### src/shared/spil_map.svh
// register map, field positions and reset values of the serial port interrupt logic
// assumes a 32-bit plain register port with word-aligned byte addresses
//
// Behaviour
// - in asynchronous mode software picks 8 or 16 base clock cycles per bit period.
// - where offered, an on-chip timer output may replace the internal base clock.
// - receive-full and transmit-empty requests may start the transfer controller or the dma controller.
// - priority is receive error, receive full, transmit empty, transmit end; error and end never start transfers.
// - a receive-full or transmit-empty request seen while its pending flag is set is held and replayed later.
// - a vector pending flag clears itself when the processor accepts that interrupt.
// - a group member status bit clears once the matching channel status flag is cleared.
// - transmit end and receive error share a group with per-member enable and status; the others own a vector.
// - after reset the channel sits in module stop with its clock withheld until software cancels it.
// - receive error comes from overrun, framing or parity flags and shares the receive enable with receive full.
// - transmit empty follows its flag and enable; transmit end follows its flag and its own enable.
`ifndef SPIL_MAP_SVH
`define SPIL_MAP_SVH

// ------------------------------------------------------------
// register offsets
// ------------------------------------------------------------
`define SPIL_OFS_CTRL   8'h00
`define SPIL_OFS_STAT   8'h04
`define SPIL_OFS_BRR    8'h08
`define SPIL_OFS_GEN    8'h0C
`define SPIL_OFS_GSTAT  8'h10
`define SPIL_OFS_ISTAT  8'h14
`define SPIL_OFS_IMASK  8'h18

// ------------------------------------------------------------
// control fields
// ------------------------------------------------------------
`define SPIL_CTRL_W     10
`define SPIL_CTRL_RST   10'h001
`define SPIL_C_MSTP     0
`define SPIL_C_RIE      1
`define SPIL_C_TIE      2
`define SPIL_C_TX_END_IRQ_EN     3
`define SPIL_C_ABCS     4
`define SPIL_C_TMRSEL   5
`define SPIL_C_RXRT     7:6
`define SPIL_C_TXRT     9:8

// ------------------------------------------------------------
// status, group and interrupt fields
// ------------------------------------------------------------
`define SPIL_STAT_W     6
`define SPIL_STAT_RST   6'h03
`define SPIL_S_TEMPTY   0
`define SPIL_S_TX_END_FLAG     1
`define SPIL_S_RFULL    2
`define SPIL_S_OVERRUN_FLAG     3
`define SPIL_S_FER      4
`define SPIL_S_PER      5
`define SPIL_G_TX_END_FLAG     0
`define SPIL_G_ERR      1
`define SPIL_I_RX       0
`define SPIL_I_TX       1
`define SPIL_I_GRP      2
`define SPIL_BRR_RST    8'hFF
`define SPIL_BIT8       4'h7
`define SPIL_BIT16      4'hF

`endif

### src/shared/spil_pkg.sv
// types shared by the serial port interrupt logic
// assumes nothing beyond the register map header
package spil_pkg;
    // where a data request is sent besides the cpu interrupt
    typedef enum logic [1:0] {ROUTE_CPU, ROUTE_DTC, ROUTE_DMA} spil_route_e;
    // highest-priority active request source
    typedef enum logic [2:0] {SRC_NONE, SRC_RX_ERR, SRC_RX_FULL, SRC_TX_EMPTY, SRC_TX_END} spil_src_e;
endpackage

### src/hdl/spil_top.sv
// interrupt and clock-source side of one serial channel
// assumes the data path pulses the flag-set inputs and the
// interrupt controller pulses the accept inputs
//
// Local design decisions: the plain strobed port and the address map.
`include "spil_map.svh"
module spil_top
    import spil_pkg::*;
#(
    parameter bit TIMER_CLK_AVAIL = 1'b1
) (
    input  wire logic        i_ref_clk,
    input  wire logic        i_reset_n,
    input  wire logic [7:0]  i_addr,
    input  wire logic [31:0] i_wdata,
    input  wire logic        i_wr,
    input  wire logic        i_rd,
    output logic [31:0]      o_rdata,
    input  wire logic        i_tx_empty_set,
    input  wire logic        i_tx_end_set,
    input  wire logic        i_rx_full_set,
    input  wire logic        i_overrun_set,
    input  wire logic        i_framing_set,
    input  wire logic        i_parity_set,
    input  wire logic        i_timer_tick,
    input  wire logic        i_rx_accept,
    input  wire logic        i_tx_accept,
    output logic             o_bit_tick,
    output logic             o_rx_full_request,
    output logic             o_tx_empty_request,
    output logic             o_group_req,
    output logic             o_rx_dtc_req,
    output logic             o_rx_dma_req,
    output logic             o_tx_dtc_req,
    output logic             o_tx_dma_req,
    output logic [2:0]       o_prio_src,
    output logic             o_irq,
    output logic             o_mod_stop
);
    // ------------------------------------------------------------
    // state
    // ------------------------------------------------------------
    logic [`SPIL_CTRL_W-1:0] ctrl_q;
    logic [`SPIL_STAT_W-1:0] stat_q;
    logic [`SPIL_STAT_W-1:0] rd_one_q;
    logic [`SPIL_STAT_W-1:0] stat_set;
    logic [7:0]              brr_q;
    logic [1:0]              gen_q;
    logic [1:0]              gs_q;
    logic [2:0]              istat_q;
    logic [2:0]              imask_q;
    logic [2:0]              ev;
    logic                    rx_lvl;
    logic                    tx_lvl;
    logic                    tx_end_flag_lvl;
    logic                    err_lvl;
    logic                    rx_lvl_q;
    logic                    tx_lvl_q;
    logic                    tx_end_flag_lvl_q;
    logic                    err_lvl_q;
    logic                    rx_set;
    logic                    tx_set;
    logic                    wr_ctrl;
    logic                    wr_stat;
    logic                    stop;
    spil_route_e             rx_route;
    spil_route_e             tx_route;
    spil_src_e               src_d;

    // read-one-then-write-zero clear, a fresh set always wins
    function automatic logic [`SPIL_STAT_W-1:0] flag_next(
        input logic [`SPIL_STAT_W-1:0] q,
        input logic [`SPIL_STAT_W-1:0] set,
        input logic [`SPIL_STAT_W-1:0] rd1,
        input logic                    we,
        input logic [`SPIL_STAT_W-1:0] wd
    );
        flag_next = set | (q & ~({`SPIL_STAT_W{we}} & ~wd & rd1));
    endfunction

    // write-one-to-clear for the interrupt log, set wins
    function automatic logic [2:0] w1c_next(
        input logic [2:0] q,
        input logic [2:0] set,
        input logic       we,
        input logic [2:0] wd
    );
        w1c_next = set | (q & ~({3{we}} & wd));
    endfunction

    assign stop     = ctrl_q[`SPIL_C_MSTP];
    assign wr_ctrl  = i_wr && (i_addr == `SPIL_OFS_CTRL);
    assign wr_stat  = i_wr && (i_addr == `SPIL_OFS_STAT);
    assign rx_route = spil_route_e'(ctrl_q[`SPIL_C_RXRT]);
    assign tx_route = spil_route_e'(ctrl_q[`SPIL_C_TXRT]);

    // ------------------------------------------------------------
    // request levels from flags and enables
    // ------------------------------------------------------------
    // errors share the receive enable with receive full
    assign err_lvl  = ctrl_q[`SPIL_C_RIE] & (stat_q[`SPIL_S_OVERRUN_FLAG] | stat_q[`SPIL_S_FER]
                      | stat_q[`SPIL_S_PER]);
    assign rx_lvl   = ctrl_q[`SPIL_C_RIE] & stat_q[`SPIL_S_RFULL];
    assign tx_lvl   = ctrl_q[`SPIL_C_TIE] & stat_q[`SPIL_S_TEMPTY];
    assign tx_end_flag_lvl = ctrl_q[`SPIL_C_TX_END_IRQ_EN] & stat_q[`SPIL_S_TX_END_FLAG];

    // channel logic ignores events while its clock is withheld
    assign stat_set = stop ? '0 : {i_parity_set, i_framing_set, i_overrun_set,
                                   i_rx_full_set, i_tx_end_set, i_tx_empty_set};

    // ------------------------------------------------------------
    // control, divider and enable registers
    // ------------------------------------------------------------
    always_ff @(posedge i_ref_clk or negedge i_reset_n) begin
        if (!i_reset_n) begin
            ctrl_q  <= `SPIL_CTRL_RST;
            brr_q   <= `SPIL_BRR_RST;
            gen_q   <= 2'b00;
            imask_q <= 3'b000;
        end else if (i_wr) begin
            if (wr_ctrl) begin
                ctrl_q <= i_wdata[`SPIL_CTRL_W-1:0];
            end
            if (i_addr == `SPIL_OFS_BRR) begin
                brr_q <= i_wdata[7:0];
            end
            if (i_addr == `SPIL_OFS_GEN) begin
                gen_q <= i_wdata[1:0];
            end
            if (i_addr == `SPIL_OFS_IMASK) begin
                imask_q <= i_wdata[2:0];
            end
        end
    end

    // ------------------------------------------------------------
    // channel status flags
    // ------------------------------------------------------------
    // only bits seen as one by a status read may be cleared;
    // frozen entirely in module stop
    always_ff @(posedge i_ref_clk or negedge i_reset_n) begin
        if (!i_reset_n) begin
            stat_q   <= `SPIL_STAT_RST;
            rd_one_q <= '0;
        end else if (!stop) begin
            stat_q <= flag_next(stat_q, stat_set, rd_one_q, wr_stat,
                                i_wdata[`SPIL_STAT_W-1:0]);
            if (i_rd && (i_addr == `SPIL_OFS_STAT)) begin
                rd_one_q <= stat_q;
            end else if (wr_stat) begin
                rd_one_q <= '0;
            end
        end
    end

    // ------------------------------------------------------------
    // edge detectors on request levels
    // ------------------------------------------------------------
    always_ff @(posedge i_ref_clk or negedge i_reset_n) begin
        if (!i_reset_n) begin
            rx_lvl_q   <= 1'b0;
            tx_lvl_q   <= 1'b0;
            tx_end_flag_lvl_q <= 1'b0;
            err_lvl_q  <= 1'b0;
        end else begin
            rx_lvl_q   <= rx_lvl;
            tx_lvl_q   <= tx_lvl;
            tx_end_flag_lvl_q <= tx_end_flag_lvl;
            err_lvl_q  <= err_lvl;
        end
    end

    // ------------------------------------------------------------
    // dedicated vectors with held requests
    // ------------------------------------------------------------
    spil_req_latch u_rx_vec (
        .i_ref_clk (i_ref_clk),
        .i_reset_n (i_reset_n),
        .i_req     (rx_lvl & ~rx_lvl_q),
        .i_accept  (i_rx_accept),
        .o_pend    (o_rx_full_request),
        .o_set     (rx_set)
    );

    spil_req_latch u_tx_vec (
        .i_ref_clk (i_ref_clk),
        .i_reset_n (i_reset_n),
        .i_req     (tx_lvl & ~tx_lvl_q),
        .i_accept  (i_tx_accept),
        .o_pend    (o_tx_empty_request),
        .o_set     (tx_set)
    );

    // ------------------------------------------------------------
    // group member status and shared request
    // ------------------------------------------------------------
    // member bit follows its source down, so no separate clear is needed
    always_ff @(posedge i_ref_clk or negedge i_reset_n) begin
        if (!i_reset_n) begin
            gs_q        <= 2'b00;
            o_group_req <= 1'b0;
        end else begin
            gs_q[`SPIL_G_TX_END_FLAG] <= (tx_end_flag_lvl & ~tx_end_flag_lvl_q)
                                  | (gs_q[`SPIL_G_TX_END_FLAG] & stat_q[`SPIL_S_TX_END_FLAG]);
            gs_q[`SPIL_G_ERR]  <= (err_lvl & ~err_lvl_q)
                                  | (gs_q[`SPIL_G_ERR] & (stat_q[`SPIL_S_OVERRUN_FLAG]
                                  | stat_q[`SPIL_S_FER] | stat_q[`SPIL_S_PER]));
            o_group_req        <= |(gs_q & gen_q);
        end
    end

    // ------------------------------------------------------------
    // transfer controller triggers
    // ------------------------------------------------------------
    // only full and empty may start transfers; error and end never do
    always_ff @(posedge i_ref_clk or negedge i_reset_n) begin
        if (!i_reset_n) begin
            o_rx_dtc_req <= 1'b0;
            o_rx_dma_req <= 1'b0;
            o_tx_dtc_req <= 1'b0;
            o_tx_dma_req <= 1'b0;
        end else begin
            o_rx_dtc_req <= rx_set && (rx_route == ROUTE_DTC);
            o_rx_dma_req <= rx_set && (rx_route == ROUTE_DMA);
            o_tx_dtc_req <= tx_set && (tx_route == ROUTE_DTC);
            o_tx_dma_req <= tx_set && (tx_route == ROUTE_DMA);
        end
    end

    // ------------------------------------------------------------
    // priority of active sources
    // ------------------------------------------------------------
    always_comb begin
        if (gs_q[`SPIL_G_ERR] && gen_q[`SPIL_G_ERR]) begin
            src_d = SRC_RX_ERR;
        end else if (o_rx_full_request) begin
            src_d = SRC_RX_FULL;
        end else if (o_tx_empty_request) begin
            src_d = SRC_TX_EMPTY;
        end else if (gs_q[`SPIL_G_TX_END_FLAG] && gen_q[`SPIL_G_TX_END_FLAG]) begin
            src_d = SRC_TX_END;
        end else begin
            src_d = SRC_NONE;
        end
    end

    always_ff @(posedge i_ref_clk or negedge i_reset_n) begin
        if (!i_reset_n) begin
            o_prio_src <= 3'h0;
        end else begin
            o_prio_src <= src_d;
        end
    end

    // ------------------------------------------------------------
    // interrupt log, mask and cpu interrupt
    // ------------------------------------------------------------
    assign ev = {o_group_req, tx_set, rx_set};

    always_ff @(posedge i_ref_clk or negedge i_reset_n) begin
        if (!i_reset_n) begin
            istat_q <= 3'b000;
            o_irq   <= 1'b0;
        end else begin
            istat_q <= w1c_next(istat_q, ev, i_wr && (i_addr == `SPIL_OFS_ISTAT), i_wdata[2:0]);
            o_irq   <= |(istat_q & imask_q);
        end
    end

    // ------------------------------------------------------------
    // register read port; unmapped reads return zero
    // ------------------------------------------------------------
    always_ff @(posedge i_ref_clk or negedge i_reset_n) begin
        if (!i_reset_n) begin
            o_rdata <= 32'h0000_0000;
        end else begin
            o_rdata <= 32'h0000_0000;
            if (i_rd) begin
                case (i_addr)
                    `SPIL_OFS_CTRL:  o_rdata[`SPIL_CTRL_W-1:0] <= ctrl_q;
                    `SPIL_OFS_STAT:  o_rdata[`SPIL_STAT_W-1:0] <= stat_q;
                    `SPIL_OFS_BRR:   o_rdata[7:0] <= brr_q;
                    `SPIL_OFS_GEN:   o_rdata[1:0] <= gen_q;
                    `SPIL_OFS_GSTAT: o_rdata[1:0] <= gs_q;
                    `SPIL_OFS_ISTAT: o_rdata[2:0] <= istat_q;
                    `SPIL_OFS_IMASK: o_rdata[2:0] <= imask_q;
                    default:         o_rdata <= 32'h0000_0000;
                endcase
            end
        end
    end

    always_ff @(posedge i_ref_clk or negedge i_reset_n) begin
        if (!i_reset_n) begin
            o_mod_stop <= 1'b1;
        end else begin
            o_mod_stop <= stop;
        end
    end

    // ------------------------------------------------------------
    // baud base clock; withheld in module stop
    // ------------------------------------------------------------
    spil_baud_gen u_baud (
        .i_ref_clk    (i_ref_clk),
        .i_reset_n    (i_reset_n),
        .i_stop       (stop),
        .i_timer_sel  (TIMER_CLK_AVAIL && ctrl_q[`SPIL_C_TMRSEL]),
        .i_timer_tick (i_timer_tick),
        .i_eight      (ctrl_q[`SPIL_C_ABCS]),
        .i_div        (brr_q),
        .o_bit_tick   (o_bit_tick)
    );
endmodule

### src/hdl/spil_req_latch.sv
// pending flag of one dedicated vector with a one-deep held request
// assumes i_req is a one-cycle event and i_accept comes from the interrupt controller
module spil_req_latch (
    input  wire logic i_ref_clk,
    input  wire logic i_reset_n,
    input  wire logic i_req,
    input  wire logic i_accept,
    output logic      o_pend,
    output logic      o_set
);
    logic held_q;
    logic set_now;

    // a held or fresh request sets the flag only once it is free
    assign set_now = (i_req | held_q) & ~o_pend;

    // ------------------------------------------------------------
    // pending flag and held request
    // ------------------------------------------------------------
    always_ff @(posedge i_ref_clk or negedge i_reset_n) begin
        if (!i_reset_n) begin
            o_pend <= 1'b0;
            held_q <= 1'b0;
            o_set  <= 1'b0;
        end else begin
            o_pend <= set_now | (o_pend & ~i_accept);
            held_q <= (i_req | held_q) & o_pend;
            o_set  <= set_now;
        end
    end
endmodule

### src/hdl/spil_baud_gen.sv
// bit period tick from internal divider or on-chip timer clock
// assumes i_timer_tick is a one-cycle pulse synchronous to i_ref_clk
`include "spil_map.svh"
module spil_baud_gen (
    input  wire logic       i_ref_clk,
    input  wire logic       i_reset_n,
    input  wire logic       i_stop,
    input  wire logic       i_timer_sel,
    input  wire logic       i_timer_tick,
    input  wire logic       i_eight,
    input  wire logic [7:0] i_div,
    output logic            o_bit_tick
);
    logic [7:0] div_q;
    logic [3:0] phase_q;
    logic       base_tick;
    logic [3:0] phase_end;

    // timer clock replaces the divider when selected
    assign base_tick = i_timer_sel ? i_timer_tick : (div_q == 8'h00);
    assign phase_end = i_eight ? `SPIL_BIT8 : `SPIL_BIT16;

    // ------------------------------------------------------------
    // divider and bit phase; cleared to zero in module stop
    // ------------------------------------------------------------
    always_ff @(posedge i_ref_clk or negedge i_reset_n) begin
        if (!i_reset_n) begin
            div_q      <= 8'h00;
            phase_q    <= 4'h0;
            o_bit_tick <= 1'b0;
        end else if (i_stop) begin
            div_q      <= 8'h00;
            phase_q    <= 4'h0;
            o_bit_tick <= 1'b0;
        end else begin
            div_q      <= (div_q == 8'h00) ? i_div : div_q - 8'h01;
            o_bit_tick <= base_tick && (phase_q >= phase_end);
            if (base_tick) begin
                phase_q <= (phase_q >= phase_end) ? 4'h0 : phase_q + 4'h1;
            end
        end
    end
endmodule

### config.mk
export PLATFORM = sky130hd
export DESIGN_NAME = spil_top
export DESIGN_NICKNAME = d
export VERILOG_FILES = /design/src/shared/spil_pkg.sv /design/src/hdl/spil_top.sv /design/src/hdl/spil_req_latch.sv /design/src/hdl/spil_baud_gen.sv
export VERILOG_INCLUDE_DIRS = /design/src /design/src/shared
export SDC_FILE = /design/constraint.sdc
export NUM_CORES = 1
export LEC_CHECK = 0
export BUFFER_PORTS_ARGS = -buffer_cell sky130_fd_sc_hd__buf_2
export CELL_PAD_IN_SITES_DETAIL_PLACEMENT = 1
export CELL_PAD_IN_SITES_GLOBAL_PLACEMENT = 1
export CORE_MARGIN = 4
export CORE_UTILIZATION = 35
export DETAILED_ROUTE_END_ITERATION = 10
export GPL_TIMING_DRIVEN = 0
export PLACE_DENSITY = 0.67
export REMOVE_ABC_BUFFERS = 1
export SYNTH_ARGS = -nofsm -noshare
export SYNTH_HDL_FRONTEND = slang
export SYNTH_SLANG_ARGS = --single-unit
### constraint.sdc
create_clock -name i_ref_clk -period 4.1 [get_ports i_ref_clk]
set_input_delay 0.41 -clock i_ref_clk [delete_from_list [all_inputs] [get_ports i_ref_clk]]
set_output_delay 0.41 -clock i_ref_clk [all_outputs]
set_load 0.02 [all_outputs]
==> results.cfg <==
[yosys]
synth.area.top_cells = dfrtp_1 46%, dfstp_2 8.2%, mux2_2 4.4%, buf_4 4.3%, mux2_4 3.9%
avgSynthCellArea_um2 = 11.2
ys_ff_latch = 83
synth_top_flop_cell = dfrtp_1
async_flop_share_pct = 100
syn-cell-area_mm2 = 0.00386
synth_edf_count = 0
yosysTopAreaCell = dfrtp_1
seq_area_frac_synth_pct = 54.2
syn_inst = 343
synth_warnings = 0
synth_top_area_share_pct = 46.1
synth.distinct_cells = 46

[layout]
syn_to_final_growth_pct = 14.6
nets = 453
drive_above_1_share_pct = 27.9
diodes = 0
nFillCells = 1199

[global_route]
grt_pass1_wl_um = 14500
grt_usage_pct = 14.5
grt_max_degree = 61
grt_pass1_vias = 2791
grt-ovfl-total = 0
antenna_found_initial = 0

[critical_path]
crit_path_start_kind = primary input
path_max_fanout = 15
worstSetupEndpointType = flop
required_ns = 4.35
max_stage_delay_ns = 0.80
cp.arrival_ns = 2.41
path_cells = buf_2 -> nor4_4 -> nand2_1 -> or4_1 -> mux2_4
critPathKind = in2reg
crit_slowest_cell = or4_1

[floorplan]
chipWidth_um = 113
ioPinCount = 98
initial_core_util_pct = 35.7
rows = 38
die-area_mm2 = 0.0128
die_h_um = 113
core_area_mm2 = 0.0108

[routing]
drc = 0
vias = 2671
wl_per_cell_um = 16.5
via_per_inst = 4.94
drtPass1Iterations = 5
drt_iter0_drc = 48
drt.antenna.violating_nets = 0
routed_wl_um = 8940

[sta]
hold_ws_ns = 0.224
slew_viol_final = 0
worstMarginPinSlew_ns = 0.786
period_needed_ns = 2.16
fin_setup_tns_ns = 0
timing.fmax_ghz = 0.463
setup_viol = 0
skew_ns = 0.00626
max_slew_margin_pct = 47.6
final-hold-violation-count = 0
rsz0062_at_grt = false
post-route-period-util_pct = 52.7

[clock_tree]
cts_root_buf = clkbuf_8
cts_tree = done
cts_sinks = 83
cts_htree_levels = 3
clock_path_buffers = 2
cts_setup_buffers = 0
cts_made_buffers = 9
clkTransAtPathRegs_ns = 0.08
clock_latency_ns = 0.36

[power]
switching_share_pct = 28.3
clock_power_share_pct = 32.5
pwr-share-seq_pct = 49.8
cellPowerDensity_mw_per_mm2 = 466
combPwrFrac_pct = 17.7
p_switching_w = 0.000583
p_total_w = 0.00206
ir_drop_mv = 0.219
power_leakage_nw = 2.16
p_int_w = 0.00148

[worst_hold_path]
hp-class = in2reg

[placement]
dp_hpwl_um = 6560
io_buffers = 53
gp_congestion = 0.769

[run_status]
outcome = finished, final reports clean

[run]
max-cap-violations = 0
-- worst max-delay path: cells and delay by family --
family	cells	cell delay, ns
muxes	1	0.43
and+or+nand+nor	3	1.34
buffers and inverters	1	0.21
-- cells by family (layout without fill, tap and decap cells) --
logic type	after synthesis	after routing	share of synthesized area [%]
AO/OA/AOI/OAI	57	57	9.34
other	1	22	0.0972
multiplexers	36	36	11.8
buffers and inverters	49	86	7.30
adder cells (fa/ha/maj)	4	4	1.30
flip-flops	83	83	54.2
AND/OR/NAND/NOR	108	108	14.8
XOR/XNOR	5	5	1.14
-- synth_stat cells (5+ instances only) --
cell type and count:
a21oi_1 15, nand3_1 7, nand2_1 16, mux2_2 15
mux2_4 10, dfrtp_1 71, buf_4 22, nor3_1 8
and2_1 7, a22o_1 6, nor2b_1 5, o21ai_0 17
dfstp_2 12, nand2b_1 8, clkbuf_1 8, inv_1 15
a211oi_1 7, mux2i_1 9, nor2_1 32
-- cell usage in the layout, fill, tap and decap left out, drive strengths merged, types with 4 or more instances in the layout --
master	Yosys	final
a211oi	7	7
a21oi	15	15
a22o	6	6
and2	7	7
buf	26	54
clkbuf	8	12
conb	1	22
dfrtp	71	71
dfstp	12	12
ha	4	4
inv	15	15
mux2	25	25
mux2i	9	9
nand2	16	16
nand2b	8	8
nand3	7	7
nand3b	4	4
nand4	4	4
nor2	32	32
nor2b	5	5
nor3	8	8
o21ai	17	17
xnor2	4	4
-- repair_timing --
action                    in CTS  in global routing
hold endpoints to repair      20                  0
hold buffers                   1                  0
gates resized for setup        0                  0
-- cell type report --
class | instances | area (um2) | share of cell area [%]
Timing Repair Buffer | 55 | 305 | 6.91
Clock inverter | 4 | 72.6 | 1.64
Sequential cell | 83 | 2090 | 47.3
Tap cell | 140 | 175 | 3.96
Clock buffer | 12 | 155 | 3.51
Multi-Input combinational cell | 232 | 1560 | 35.4
Inverter | 15 | 56.3 | 1.27
-- layer usage --
metal | track usage, % | share of wire (%) | vias up
li1 | - | - | 1251
met1 | 18.9 | 44 | 1337
met2 | 23.6 | 49 | 70
met3 | 2.46 | 4.8 | 13
met4 | 6.97 | 2.1 | 0
met5 | 0 | 0 | -
-- metrics by stage --
step	worst slack, ns	cells	area [um2]	utilization [%]
2_1_floorplan	2.11	330	3710	-
3_3_place_gp	1.62	523	4150	38.5
3_5_place_dp	1.57	524	4180	38.7
4_1_cts	1.95	541	4420	40.9
5_1_grt	1.86	541	4420	40.9
6_report	1.94	541	4420	40.9
-- sequential cells by signal, summed over array words and instances (netlist names), 2 cells and up --
name	count
gs_q	2
brr_q	8
u_baud.div_q	8
rd_one_q	6
imask_q	3
ctrl_q	10
u_baud.phase_q	4
o_prio_src	3
stat_q	6
gen_q	2
o_rdata	10
istat_q	3
-- power groups by stage --
stage	combinational, W	clock (W)	sequential [W]
2_1_floorplan	0.000255	0	0.00102
3_3_place_gp	0.000350	0	0.00104
3_5_place_dp	0.000367	0	0.00104
4_1_cts	0.000371	0.000684	0.00103
5_1_grt	0.000415	0.000723	0.00104
6_report	0.000365	0.000669	0.00102
-- final timing paths --
kind / startpoint / endpoint / slack (ns) / cells after the start
max: i_addr[4] / ctrl_q[3]$_DFFE_PN0P_ / 1.94 / 5
min: i_rx_accept / u_rx_vec.o_pend$_DFF_PN0_ / 0.22 / 2
max reg2reg: u_baud.div_q[0]$_DFF_PN0_ / u_baud.phase_q[2]$_DFFE_PN0P_ / 2.03 / 6
min reg2reg: o_group_req$_DFF_PN0_ / istat_q[2]$_DFF_PN0_ / 0.47 / 1
max in group asynchronous: i_reset_n / brr_q[5]$_DFFE_PN1P_ / 2.96 / 3
min in group asynchronous: i_reset_n / o_rdata[9]$_DFF_PN0_ / 0.49 / 2
Power figures use the tool's default switching activity.
